`config.mk`:
```
export PLATFORM = sky130hd
export DESIGN_NAME = lfp_top
export DESIGN_NICKNAME = d
export VERILOG_FILES = /design/src/core/lfp_top.v
export VERILOG_INCLUDE_DIRS = /design/src /design/src/shared
export SDC_FILE = /design/constraint.sdc
export NUM_CORES = 1
export LEC_CHECK = 0
export BUFFER_PORTS_ARGS = -buffer_cell sky130_fd_sc_hd__buf_2
export CAP_MARGIN = 20
export CORE_MARGIN = 2
export CORE_UTILIZATION = 54
export CTS_CLUSTER_DIAMETER = 50
export CTS_CLUSTER_SIZE = 20
export DETAILED_ROUTE_END_ITERATION = 10
export GPL_TIMING_DRIVEN = 0
export PLACE_DENSITY_LB_ADDON = 0.12
export SETUP_SLACK_MARGIN = 0.5
export SYNTH_ARGS = -nofsm -noshare
export SYNTH_HDL_FRONTEND = slang
export SYNTH_SLANG_ARGS = --single-unit
export TNS_END_PERCENT = 1
```
`constraint.sdc`:
```
create_clock -name clk -period 4.7 [get_ports clk]
set_input_delay 0.235 -clock clk [delete_from_list [all_inputs] [get_ports clk]]
set_output_delay 0.235 -clock clk [all_outputs]
set_load 0.03 [all_outputs]
```
`src/shared/lfp_defs.vh`:
```
`ifndef LFP_DEFS_VH
`define LFP_DEFS_VH
// APB register byte offsets and the lock register reset value.
`define LFP_REG_LOCK 8'h00
`define LFP_REG_STATUS 8'h04
`define LFP_LOCK_RST 11'h000
// STATUS fields.
`define LFP_ST_MODE 0
`define LFP_ST_RST 1
`define LFP_ST_ERR 2
`define LFP_ST_WP 3
`define LFP_ST_TOPLOCK 4
`define LFP_ST_ID_LO 8
`define LFP_ST_INPUTS_LO 12
`define LFP_ST_CMD_LO 20
// LPC nibble codes.
`define LFP_START 4'h0
`define LFP_TYPE_MEM 2'b01
`define LFP_SYNC_OK 4'h0
`define LFP_TAR_IDLE 4'hf
`define LFP_ADDR_NIBS 4'h8
// Address 31:0 fields.
`define LFP_SEL_HI 25
`define LFP_SEL_LO 22
`define LFP_REGSPACE 21
`define LFP_ARRAY_W 19
// Sector map: seven 64 KB sectors then four 16 KB sectors; 10 is top.
`define LFP_TOP_SECTOR 4'ha
`define LFP_SECTORS 11
// Command codes.
`define LFP_CMD_READ 8'hff
`define LFP_CMD_PROG 8'h40
`define LFP_CMD_PROG2 8'h10
`define LFP_CMD_ERASE 8'h20
`define LFP_CMD_CONFIRM 8'hd0
`define LFP_CMD_STATUS 8'h70
`define LFP_CMD_CLRST 8'h50
`endif

```
`src/core/lfp_top.v`:
```
// Functional notes
// - Strap high selects row/column programming port; low selects LPC.
// - Floating strap reads low via pull-down, selecting LPC.
// - Interface reset low blocks writes, resets automation, floats LAD in LPC.
// - Leaving reset enters read-array mode.
// - Processor reset and interface reset combine; either gives identical reset.
// - LFRAME low starts a transfer and aborts one in progress.
// - In LPC mode ID straps pull low, unconnected reads zero.
// - Programming mode offers only reads, byte program and sector erase; here it also takes the clear-status command.
// - Row/column select latches 11 address pins as row (low) or column.
// - LPC logic runs synchronous to the bus clock.
// - Full feature set, registers included, reachable only through LPC; here APB also reads STATUS and reads and writes the lock bits.
// - LPC memory reads and writes move one byte per transfer.
// - Both ports feed one command interpreter; only valid sequences start automation.
// - Array is eleven protectable, erasable sectors, four megabits total.
// - Top-sector lock low refuses program/erase of sector 10.
// - Write-protect low refuses program/erase of sectors 0 to 9.
// - Five general input levels readable through LPC registers.
// - Programming mode captures address and data on write strobe rising edge.
//
// Design decisions made here: the address map and the APB slave port.
`include "lfp_defs.vh"
`timescale 1ns/10ps
`default_nettype none
module lfp_top (
   input wire clk,
   input wire rstn,
   input wire [7:0] paddr,
   input wire psel,
   input wire penable,
   input wire pwrite,
   input wire [31:0] pwdata,
   output reg [31:0] prdata,
   output reg pready,
   output reg pslverr,
   input wire interface_select_strap,
   input wire iface_rst_n,
   input wire proc_init_n,
   input wire [3:0] device_strap_id,
   input wire top_sector_lock_n,
   input wire write_protect_n,
   input wire [4:0] general_inputs,
   input wire lframe_n,
   input wire [3:0] lad_in,
   output reg [3:0] lad_out,
   output reg lad_oe,
   input wire [10:0] mux_addr,
   input wire mux_row_col,
   input wire mux_wr_n,
   input wire mux_oe_n,
   input wire [7:0] mux_io_in,
   output reg [7:0] mux_io_out,
   output reg mux_io_oe,
   input wire [7:0] array_rdata,
   input wire auto_busy,
   output reg [18:0] array_addr,
   output reg [7:0] prog_data,
   output reg prog_start,
   output reg erase_start,
   output reg auto_reset
);
   localparam S_IDLE = 8'h01;
   localparam S_TYPE = 8'h02;
   localparam S_ADDR = 8'h04;
   localparam S_WDAT = 8'h08;
   localparam S_TAR = 8'h10;
   localparam S_SYNC = 8'h20;
   localparam S_RDAT = 8'h40;
   localparam S_DONE = 8'h80;
   localparam C_READ = 4'h1;
   localparam C_PROG = 4'h2;
   localparam C_ERASE = 4'h4;
   localparam C_STAT = 4'h8;

   reg [7:0] st_ff, nxt_st;
   reg [3:0] cnt_ff, nxt_cnt;
   reg wr_ff, nxt_wr;
   reg [31:0] addr_ff, nxt_addr;
   reg [7:0] wdat_ff, nxt_wdat;
   reg mux_mode_ff, err_ff, mux_wr_n_ff;
   reg [10:0] lock_ff, row_ff;
   reg [3:0] cmd_ff, sector, nxt_lad;
   reg [7:0] col_ff, rd_byte, cmd_data;
   reg nxt_oe, prot, cmd_wr;
   reg [18:0] cmd_addr;

   wire in_reset = ~(iface_rst_n & proc_init_n);
   wire lpc_on = ~mux_mode_ff & ~in_reset;
   wire frame = lpc_on & ~lframe_n;
   wire id_hit = (addr_ff[`LFP_SEL_HI:`LFP_SEL_LO] == device_strap_id);
   wire reg_hit = ~addr_ff[`LFP_REGSPACE];
   wire [18:0] mux_full = {col_ff, row_ff};
   wire mux_wr_rise = mux_mode_ff & ~in_reset & mux_wr_n & ~mux_wr_n_ff;
   wire apb_acc = psel & penable & ~pready;
   wire apb_wr = apb_acc & pwrite;
   wire lock_sel = (paddr == `LFP_REG_LOCK);
   wire stat_sel = (paddr == `LFP_REG_STATUS);
   wire lpc_wr_done = (st_ff == S_SYNC) & wr_ff;
   wire lpc_reg_wr = lpc_wr_done & reg_hit;
   wire [31:0] status = {8'h00, cmd_ff, 3'b000, general_inputs, device_strap_id,
      3'b000, top_sector_lock_n, write_protect_n, err_ff, in_reset, mux_mode_ff};

   // LPC frame sequencer; a fresh start nibble under LFRAME wins over any state.
   always @* begin
      nxt_st = st_ff;
      nxt_cnt = cnt_ff;
      nxt_wr = wr_ff;
      nxt_addr = addr_ff;
      nxt_wdat = wdat_ff;
      if (!lpc_on) begin
         nxt_st = S_IDLE;
      end else if (frame) begin
         nxt_st = (lad_in == `LFP_START) ? S_TYPE : S_IDLE;
         nxt_cnt = 4'h0;
      end else begin
         case (st_ff)
            S_TYPE: begin
               nxt_wr = lad_in[1];
               nxt_cnt = 4'h0;
               nxt_st = (lad_in[3:2] == `LFP_TYPE_MEM) ? S_ADDR : S_IDLE;
            end
            S_ADDR: begin
               nxt_addr = {addr_ff[27:0], lad_in};
               nxt_cnt = cnt_ff + 4'h1;
               if (cnt_ff == `LFP_ADDR_NIBS - 4'h1) begin
                  nxt_cnt = 4'h0;
                  nxt_st = wr_ff ? S_WDAT : S_TAR;
               end
            end
            S_WDAT: begin
               nxt_wdat = {lad_in, wdat_ff[7:4]};
               nxt_cnt = cnt_ff + 4'h1;
               if (cnt_ff[0]) begin
                  nxt_cnt = 4'h0;
                  nxt_st = S_TAR;
               end
            end
            S_TAR: begin
               nxt_cnt = cnt_ff + 4'h1;
               if (cnt_ff[0]) begin
                  nxt_cnt = 4'h0;
                  nxt_st = id_hit ? S_SYNC : S_IDLE;
               end
            end
            S_SYNC: begin
               nxt_st = wr_ff ? S_DONE : S_RDAT;
            end
            S_RDAT: begin
               nxt_cnt = cnt_ff + 4'h1;
               if (cnt_ff[0]) begin
                  nxt_cnt = 4'h0;
                  nxt_st = S_DONE;
               end
            end
            S_DONE: begin
               nxt_st = S_IDLE;
            end
            default: begin
               nxt_st = S_IDLE;
            end
         endcase
      end
   end

   // Register space answers only on LPC: it holds the general inputs and locks.
   always @* begin
      rd_byte = array_rdata;
      if (reg_hit) begin
         case (addr_ff[1:0])
            2'b00: rd_byte = {3'b000, general_inputs};
            2'b01: rd_byte = lock_ff[7:0];
            2'b10: rd_byte = {5'b00000, lock_ff[10:8]};
            default: rd_byte = 8'h00;
         endcase
      end else if (cmd_ff != C_READ) begin
         rd_byte = {~auto_busy, 1'b0, err_ff, 5'b00000};
      end
   end

   // LAD drive is registered from the next state so the pins change on clean edges.
   always @* begin
      nxt_oe = 1'b0;
      nxt_lad = `LFP_TAR_IDLE;
      case (nxt_st)
         S_SYNC: begin
            nxt_oe = 1'b1;
            nxt_lad = `LFP_SYNC_OK;
         end
         S_RDAT: begin
            nxt_oe = 1'b1;
            nxt_lad = nxt_cnt[0] ? rd_byte[7:4] : rd_byte[3:0];
         end
         S_DONE: begin
            nxt_oe = 1'b1;
         end
         default: begin
            nxt_oe = 1'b0;
         end
      endcase
   end

   // One interpreter for both ports; the row/column port never reaches registers.
   always @* begin
      cmd_wr = 1'b0;
      cmd_addr = addr_ff[18:0];
      cmd_data = wdat_ff;
      if (mux_wr_rise) begin
         cmd_wr = 1'b1;
         cmd_addr = mux_full;
         cmd_data = mux_io_in;
      end else if (lpc_wr_done & ~reg_hit) begin
         cmd_wr = 1'b1;
      end
   end

   // Eleven sectors: seven of 64 KB, the last 64 KB split into four of 16 KB.
   always @* begin
      sector = {1'b0, cmd_addr[18:16]};
      if (cmd_addr[18:16] == 3'b111) begin
         sector = 4'h7 + {2'b00, cmd_addr[15:14]};
      end
      if (sector == `LFP_TOP_SECTOR) begin
         prot = ~top_sector_lock_n | lock_ff[sector];
      end else begin
         prot = ~write_protect_n | lock_ff[sector];
      end
   end

   always @(posedge clk or negedge rstn) begin
      if (!rstn) begin
         st_ff <= S_IDLE;
         cnt_ff <= 4'h0;
         wr_ff <= 1'b0;
         addr_ff <= 32'h00000000;
         wdat_ff <= 8'h00;
         lad_out <= 4'hf;
         lad_oe <= 1'b0;
      end else begin
         st_ff <= nxt_st;
         cnt_ff <= nxt_cnt;
         wr_ff <= nxt_wr;
         addr_ff <= nxt_addr;
         wdat_ff <= nxt_wdat;
         lad_out <= nxt_lad;
         lad_oe <= nxt_oe;
      end
   end

   // The strap is caught while reset is held, never sampled afterwards.
   always @(posedge clk or negedge rstn) begin
      if (!rstn) begin
         mux_mode_ff <= 1'b0;
         auto_reset <= 1'b1;
      end else begin
         if (in_reset) begin
            mux_mode_ff <= interface_select_strap;
         end
         auto_reset <= in_reset;
      end
   end

   // Row/column port: address halves latched by the select level, read gated by OE.
   always @(posedge clk or negedge rstn) begin
      if (!rstn) begin
         row_ff <= 11'h000;
         col_ff <= 8'h00;
         mux_wr_n_ff <= 1'b1;
         mux_io_out <= 8'h00;
         mux_io_oe <= 1'b0;
      end else begin
         mux_wr_n_ff <= mux_wr_n;
         if (mux_mode_ff & mux_wr_n) begin
            if (mux_row_col) begin
               col_ff <= mux_addr[7:0];
            end else begin
               row_ff <= mux_addr;
            end
         end
         mux_io_oe <= mux_mode_ff & ~in_reset & ~mux_oe_n & mux_wr_n;
         mux_io_out <= (cmd_ff == C_READ) ? array_rdata : {~auto_busy, 1'b0, err_ff, 5'b00000};
      end
   end

   always @(posedge clk or negedge rstn) begin
      if (!rstn) begin
         array_addr <= 19'h00000;
      end else if (mux_mode_ff) begin
         array_addr <= mux_full;
      end else begin
         array_addr <= nxt_addr[18:0];
      end
   end

   // Command interpreter; an error seen in the clearing cycle stays set.
   always @(posedge clk or negedge rstn) begin
      if (!rstn) begin
         cmd_ff <= C_READ;
         err_ff <= 1'b0;
         prog_start <= 1'b0;
         erase_start <= 1'b0;
         prog_data <= 8'h00;
      end else begin
         prog_start <= 1'b0;
         erase_start <= 1'b0;
         if (in_reset) begin
            cmd_ff <= C_READ;
         end else if (cmd_wr & ~auto_busy) begin
            case (cmd_ff)
               C_PROG: begin
                  cmd_ff <= C_STAT;
                  prog_data <= cmd_data;
                  prog_start <= ~prot;
               end
               C_ERASE: begin
                  cmd_ff <= C_STAT;
                  erase_start <= ~prot & (cmd_data == `LFP_CMD_CONFIRM);
               end
               default: begin
                  case (cmd_data)
                     `LFP_CMD_PROG, `LFP_CMD_PROG2: cmd_ff <= C_PROG;
                     `LFP_CMD_ERASE: cmd_ff <= C_ERASE;
                     `LFP_CMD_STATUS: cmd_ff <= C_STAT;
                     `LFP_CMD_CLRST: cmd_ff <= C_STAT;
                     default: cmd_ff <= C_READ;
                  endcase
               end
            endcase
         end
         if (cmd_wr & ~auto_busy & ~in_reset & (cmd_ff == C_PROG || cmd_ff == C_ERASE) &
            (prot | (cmd_ff == C_ERASE && cmd_data != `LFP_CMD_CONFIRM))) begin
            err_ff <= 1'b1;
         end else if ((cmd_wr & ~in_reset & cmd_ff != C_PROG & cmd_ff != C_ERASE &
            cmd_data == `LFP_CMD_CLRST) | (apb_wr & stat_sel & pwdata[`LFP_ST_ERR])) begin
            err_ff <= 1'b0;
         end
      end
   end

   // Lock bits: LPC register writes take priority over APB in the same cycle.
   always @(posedge clk or negedge rstn) begin
      if (!rstn) begin
         lock_ff <= `LFP_LOCK_RST;
      end else if (lpc_reg_wr & addr_ff[1:0] == 2'b01) begin
         lock_ff[7:0] <= wdat_ff;
      end else if (lpc_reg_wr & addr_ff[1:0] == 2'b10) begin
         lock_ff[10:8] <= wdat_ff[2:0];
      end else if (apb_wr & lock_sel) begin
         lock_ff <= pwdata[10:0];
      end
   end

   // APB slave: one wait state, error on any address outside the two words.
   always @(posedge clk or negedge rstn) begin
      if (!rstn) begin
         pready <= 1'b0;
         pslverr <= 1'b0;
         prdata <= 32'h00000000;
      end else begin
         pready <= apb_acc;
         pslverr <= apb_acc & ~lock_sel & ~stat_sel;
         prdata <= 32'h00000000;
         if (apb_acc & ~pwrite & lock_sel) begin
            prdata <= {21'h00000, lock_ff};
         end else if (apb_acc & ~pwrite & stat_sel) begin
            prdata <= status;
         end
      end
   end
endmodule
`default_nettype wire

```
# --- Yosys cells after proc, flatten, opt, wreduce, memory -nomap -nowiden ---
# Index checks and enable logic that the tools add are counted.
classes:
  add_sub_neg: 2
  n_lt_le_gt_ge: 1
  n_eq_ne: 32
  mux: 54
  n_bitwise: 55
  reduce_logical: 23
op_table:
  columns: ["operator", "count"]
  rows:
  - ["8-bit two-way mux", 13]
  - ["19-bit two-way mux", 5]
  - ["24-bit two-way mux", 2]
  - ["8-bit case mux with 6 select lines", 1]
  - ["8-bit by 7-bit equality test with 1-bit output, second input constant", 5]
  - ["1-bit AND", 34]
  - ["4-bit two-way mux", 8]
  - ["8-bit by 6-bit equality test with 1-bit output, second input constant", 3]
  - ["4-bit case mux with 3 select lines", 2]
  - ["8-bit case mux with 3 select lines", 1]
  - ["1-bit NOT", 17]
  - ["8-bit by 3-bit equality test with 1-bit output, second input constant", 2]
  - ["8-bit by 5-bit equality test with 1-bit output, second input constant", 2]
  - ["8-bit equality test, second input constant", 2]
  - ["1-bit two-way mux", 14]
  - ["3-bit AND reduction", 4]
  - ["11-bit two-way mux", 1]
  - ["2-bit AND reduction", 5]
  - ["4-bit by 3-bit equality test with 1-bit output, second input constant", 2]
  - ["8-bit by 2-bit equality test with 1-bit output, second input constant", 1]
  - ["8-bit by 4-bit equality test with 1-bit output, second input constant", 1]
  - ["8-bit logical NOT", 1]
  - ["8-bit inequality test, second input constant", 1]
  - ["4-bit case mux with 2 select lines", 1]
  - ["29 further kinds", 39]
word_totals:
  reg_bits: 162
  in_bits: 95
  output_inout_bits: 78

# --- Logic depth before layout (Yosys ltp) ---
logic_depth:
  word_depth: 16
  ltp_mapped: 12
  ltp_nobuf: 11

# --- Least setup slack after synthesis ---
# OpenSTA, ideal clock, no wires.
synth_timing:
  path_type: "reg2reg"
  startpoint: "register mux_mode_ff"
  endpoint: "register erase_start"
  arrival_ns: 3.333
  path_slack_ns: 1.271
  path_stages_with_launch: 13
  period_less_slack_ns: 3.429
  path_cell_list: "dfrtp_1 buf_4 nand4_4 nor2_1 mux2i_1 ha_1 and3_1 or4b_4 and2_4 a211o_1 a311o_1 a41o_1 nor4_2"
synth_between:
  elab_chain_len: 15
synth_lines:
  columns: ["item", "line", "source"]
  rows:
  - ["start: declaration", "lfp_top.v:80", "reg mux_mode_ff, err_ff, mux_wr_n_ff;"]
  - ["start signal: assignment", "lfp_top.v:256", "mux_mode_ff <= interface_select_strap;"]
  - ["1-bit AND (*) (3 in a row)", "lfp_top.v:93", "wire mux_wr_rise = mux_mode_ff & ~in_reset & mux_wr_n & ~mux_wr_n_ff;"]
  - ["19-bit two-way mux", "lfp_top.v:207", "if (mux_wr_rise) begin"]
  - ["3-bit by 2-bit adder with 4-bit output or 3-bit equality test (tied branches)", "lfp_top.v:220, lfp_top.v:219", null]
  - ["4-bit two-way mux", "lfp_top.v:219", "if (cmd_addr[18:16] == 3'b111) begin"]
  - ["1-bit binary-select mux with 4-bit select", "lfp_top.v:223, lfp_top.v:225", null]
  - ["1-bit two-way mux (implied by the code)", "lfp_top.v:223, lfp_top.v:225", null]
  - ["1-bit OR (on tied branches)", "lfp_top.v:225, lfp_top.v:223", null]
  - ["1-bit two-way mux", "lfp_top.v:222", "if (sector == `LFP_TOP_SECTOR) begin"]
  - ["1-bit NOT", "lfp_top.v:316", "erase_start <= ~prot & (cmd_data == `LFP_CMD_CONFIRM);"]
  - ["1-bit AND", "lfp_top.v:316", null]
  - ["1-bit two-way mux", "lfp_top.v:308", "case (cmd_ff)"]
  - ["1-bit two-way mux (*)", "lfp_top.v:307", "end else if (cmd_wr & ~auto_busy) begin"]
  - ["1-bit two-way mux (*)", "lfp_top.v:305", "if (in_reset) begin"]
  - ["end signal: assignment", "lfp_top.v:316", null]
  - ["end: declaration", "lfp_top.v:59", "output reg erase_start,"]
# Mark *: on every way between the ends. The rest lies on a longest branch, timed or not. The select of a mux whose other input is x is not followed.
# A chain may end at the register's enable or synchronous reset.

# --- Worst setup path in the final report ---
# Same ends and word-level chain as after synthesis.

==> metrics.txt <==
Placer Congestion=0.869; Setup crit start kind=flip-flop; post-synth top area share=0.511; Pleak=4.13 nW; core area=about 0.013 mm²; # resized after CTS=0; Setup crit start=mux_mode_ff$_DFFE_PN0P_; starting DRC count in detailed routing=between 200 and 300; clk buf depth=2; Crit path max-delay family=simple AND/OR/NAND/NOR gates; Hold Crit Class=primary input to flip-flop; Syn Inst Count=623; Slew Limit Fails=0; post-synthesis mux area share=0.163; remaining antenna violation count=0; CTS Buf Count=17; Final Cycle Share=0.838; top-level I/O count=around 170; DR WL/cell=17.6 µm; post-CTS setup buffer count=0; slew of the pin with the lowest slew margin=882 ps; DP HPWL=between 10000 and 15000 µm; Area Growth Syn to Fin=23.3%; HP Start=interface_select_strap; RSZ-0062 raised after global routing=no; synth top area cells=dfrtp_1, mux2_2, mux2i_1, nand2_1, dfstp_2; crit-path max FO=10; Yosys reg bits=151; global-route wire length before repair=roughly 28000 µm; leading area contributor after synthesis=dfrtp_1; port bufs=roughly 140; H-tree Lvls=4; Slew Limit Headroom=0.409; largest family of logic cells by synthesized area=simple AND/OR/NAND/NOR gates; crit path max-delay cell type=nor2_1; post-synthesis xor/xnor area fraction=0.00750; Post-Synth Adder-Cell Area=0.00536; hold_ws=between 30 and 40 ps; max-cap violations=0; vias post-DR=roughly 5400; pre-CTS WS=774 ps; Worst-Skew Late Latency=about 420 ps; crit end category=flip-flop; Layout Utilization=0.682; post-synthesis compound-gate area fraction=0.0889; Mean Syn Cell Area=around 11 µm²; vias in the first global route=~5400; Post-CTS Hold Buffers=3; largest net degree at the start of global routing=a little under 80; Worst Path Required=approximately 5000 ps; crit path time final=roughly 3900 ps; synth warn=0; CTS tree=built; crit path DAT=between 4000 and 5000 ps; n_diodes=0; CP peak stage delay=~550 ps; Final Hold Fails=0; layout cells sized above 1=0.346; Overflow after GRT=0; die area=0.0139 mm²; R2R Path End=erase_start$_DFF_PN0_; r2r startpoint=mux_mode_ff$_DFFE_PN0P_; hold worst-path end=mux_mode_ff$_DFFE_PN0P_; residual DRC count=0; simple-gate share of the synthesized area=0.164; drt first pass iters=5; VDD IR max=0.314 mV; final wirelength=17200 µm; CTS Sinks=approximately 150; Most used DFF post-synth=dfrtp_1; # rows=between 40 and 50; floorplan die width=approximately 120 µm; status=finished, final reports clean; Buf/Inv on CP=1; sequential element share of the synthesized area=0.541; Post-synth ARST share=1.00; worst setup margin=~760 ps; CP Cell Sequence=buf_4 -> nand4_4 -> nor2_1 -> mux2i_1 -> ha_1 -> and3_1 -> or4b_4 -> and2_4 -> a211o_1 -> a311o_1 -> a41o_1 -> nor4_2; Crit path depth=12; flop-to-flop setup slack=about 760 ps; Worst Hold Depth=3; Reg2Reg Depth=12; die height=approximately 120 µm; vias per cell=5.55; skew final=approximately 4.3 ps; Design Power=around 3.2 mW; final net count=894; Mapped Area=between 0.007 and 0.008 mm²; Setup CP Type=flip-flop to flip-flop; Starting Density=0.553; final setup violation count=0; gr usage total=0.260; Setup TNS=0 ps; number of enable flip-flop cells after synthesis=0; root buffer cell=clkbuf_16; power per cell area=about 370 mW/mm²; initial antenna violation count=0; # fillers=just under 1000; clock slew at reported path FFs=about 60 ps; Yosys cell types=roughly 60; Fmax=approximately 250 MHz
[registers in the layout, indices dropped and copies added (netlist names), 4 cells and up]
| name | flops |
|---|---|
| cmd_ff | 4 |
| prog_data | 8 |
| array_addr | 19 |
| cnt_ff | 4 |
| mux_io_out | 8 |
| prdata | 21 |
| row_ff | 11 |
| lad_out | 4 |
| wdat_ff | 8 |
| addr_ff | 26 |
| st_ff | 8 |
| lock_ff | 11 |
| col_ff | 8 |
[placed cells by master, fill, tap and decap left out, types with 3 or more instances in the layout]
| master | n |
|---|---|
| clkbuf_1 | 17 |
| xor2_1 | 6 |
| a22o_1 | 4 |
| inv_1 | 8 |
| nand3_1 | 13 |
| nor2_1 | 42 |
| buf_2 | 142 |
| dlygate4sd3_1 | 3 |
| nor3_1 | 10 |
| nor4_1 | 7 |
| nor3b_1 | 4 |
| o21ai_0 | 28 |
| nand2b_1 | 8 |
| dfstp_2 | 8 |
| nand2_1 | 67 |
| clkbuf_16 | 17 |
| o211ai_1 | 6 |
| dfrtp_1 | 143 |
| clkinvlp_4 | 5 |
| buf_1 | 4 |
| mux2_2 | 75 |
| nor3_2 | 3 |
| a311oi_1 | 4 |
| a21oi_1 | 22 |
| nand4_1 | 11 |
| a31oi_1 | 10 |
| and2_1 | 25 |
| bufinv_16 | 4 |
| ha_1 | 3 |
| mux2i_1 | 30 |
| and3_1 | 3 |
| buf_4 | 12 |
| nor2b_1 | 7 |
| conb_1 | 11 |
| o2111ai_1 | 3 |
| o32ai_1 | 3 |
[area by class of cell]
type	count	area [µm²]	area share
flip-flops and latches	151	3790	0.438
multi-input cells	440	3050	0.353
repair buffers	144	771	0.0891
clock buffers	20	437	0.0505
well taps	172	215	0.0249
plain buffers	34	178	0.0205
clock inverters	12	176	0.0204
inverters	8	30.0	0.00347
[worst min-delay path, cell delays in order]
cell     delay (ps)
buf_2            80
nand2_1          50
nand2_1          60
[synth_stat cells, types with 2 or more instances]
master	instances
buf_4	12
o211ai_1	6
nor4_1	7
mux2_2	75
a2111oi_0	2
nand2_1	67
mux2i_1	30
dfrtp_1	143
nor3_1	10
o21ai_0	28
nand2b_1	8
a22o_1	4
a211oi_1	2
a311oi_1	4
nand4_1	11
and2_1	25
nor2_1	42
inv_1	8
and4b_1	2
nor3_2	3
o22ai_1	2
buf_2	4
a31oi_1	10
o32ai_1	3
xor2_1	6
buf_1	4
dfstp_2	8
ha_1	3
nor3b_1	4
or4_1	2
nand3_1	13
a211o_1	2
o2111ai_1	3
a21oi_1	22
clkbuf_1	14
nand3b_1	2
nor2b_1	7
and3_1	3
nand4b_1	2
[how the worst max path moves through the flow]
| stage | endpoint | slack (ps) |
|---|---|---|
| after CTS | erase_start$_DFF_PN0_ | 760 |
| after global placement | erase_start$_DFF_PN0_ | 740 |
| after floorplan | erase_start$_DFF_PN0_ | 1270 |
| final | erase_start$_DFF_PN0_ | 760 |
| after global routing | erase_start$_DFF_PN0_ | 600 |
| after detailed placement | erase_start$_DFF_PN0_ | 770 |
[metrics by stage]
stage	std cells	instance area, µm²
finish	981	8650
global route	981	8650
CTS	981	8650
detailed placement	946	8000
global placement	944	7960
floorplan	633	7050
[routing by layer]
layer	part of all wire	global-route usage
met3	0.061	0.0693
met2	0.47	0.407
met5	0	0
met4	0.021	0.0889
met1	0.45	0.354
[power breakdown]
part           total, mW  switching (mW)  internal (mW)
clock               1.42           0.529          0.887
combinational      0.344           0.209          0.135
sequential          1.42          0.0430           1.38
[logic make-up (layout without fill, tap and decap cells)]
kind of cell,count (synthesis),count (layout)
and+or+nand+nor,218,218
DFF,151,151
muxes,105,105
AOI/OAI and AO/OA,97,97
buffers and inverters,42,218
xor gates and xnor gates,6,6
adders and majority gates,3,3
other,1,11
(Power assumes the default switching activity.)
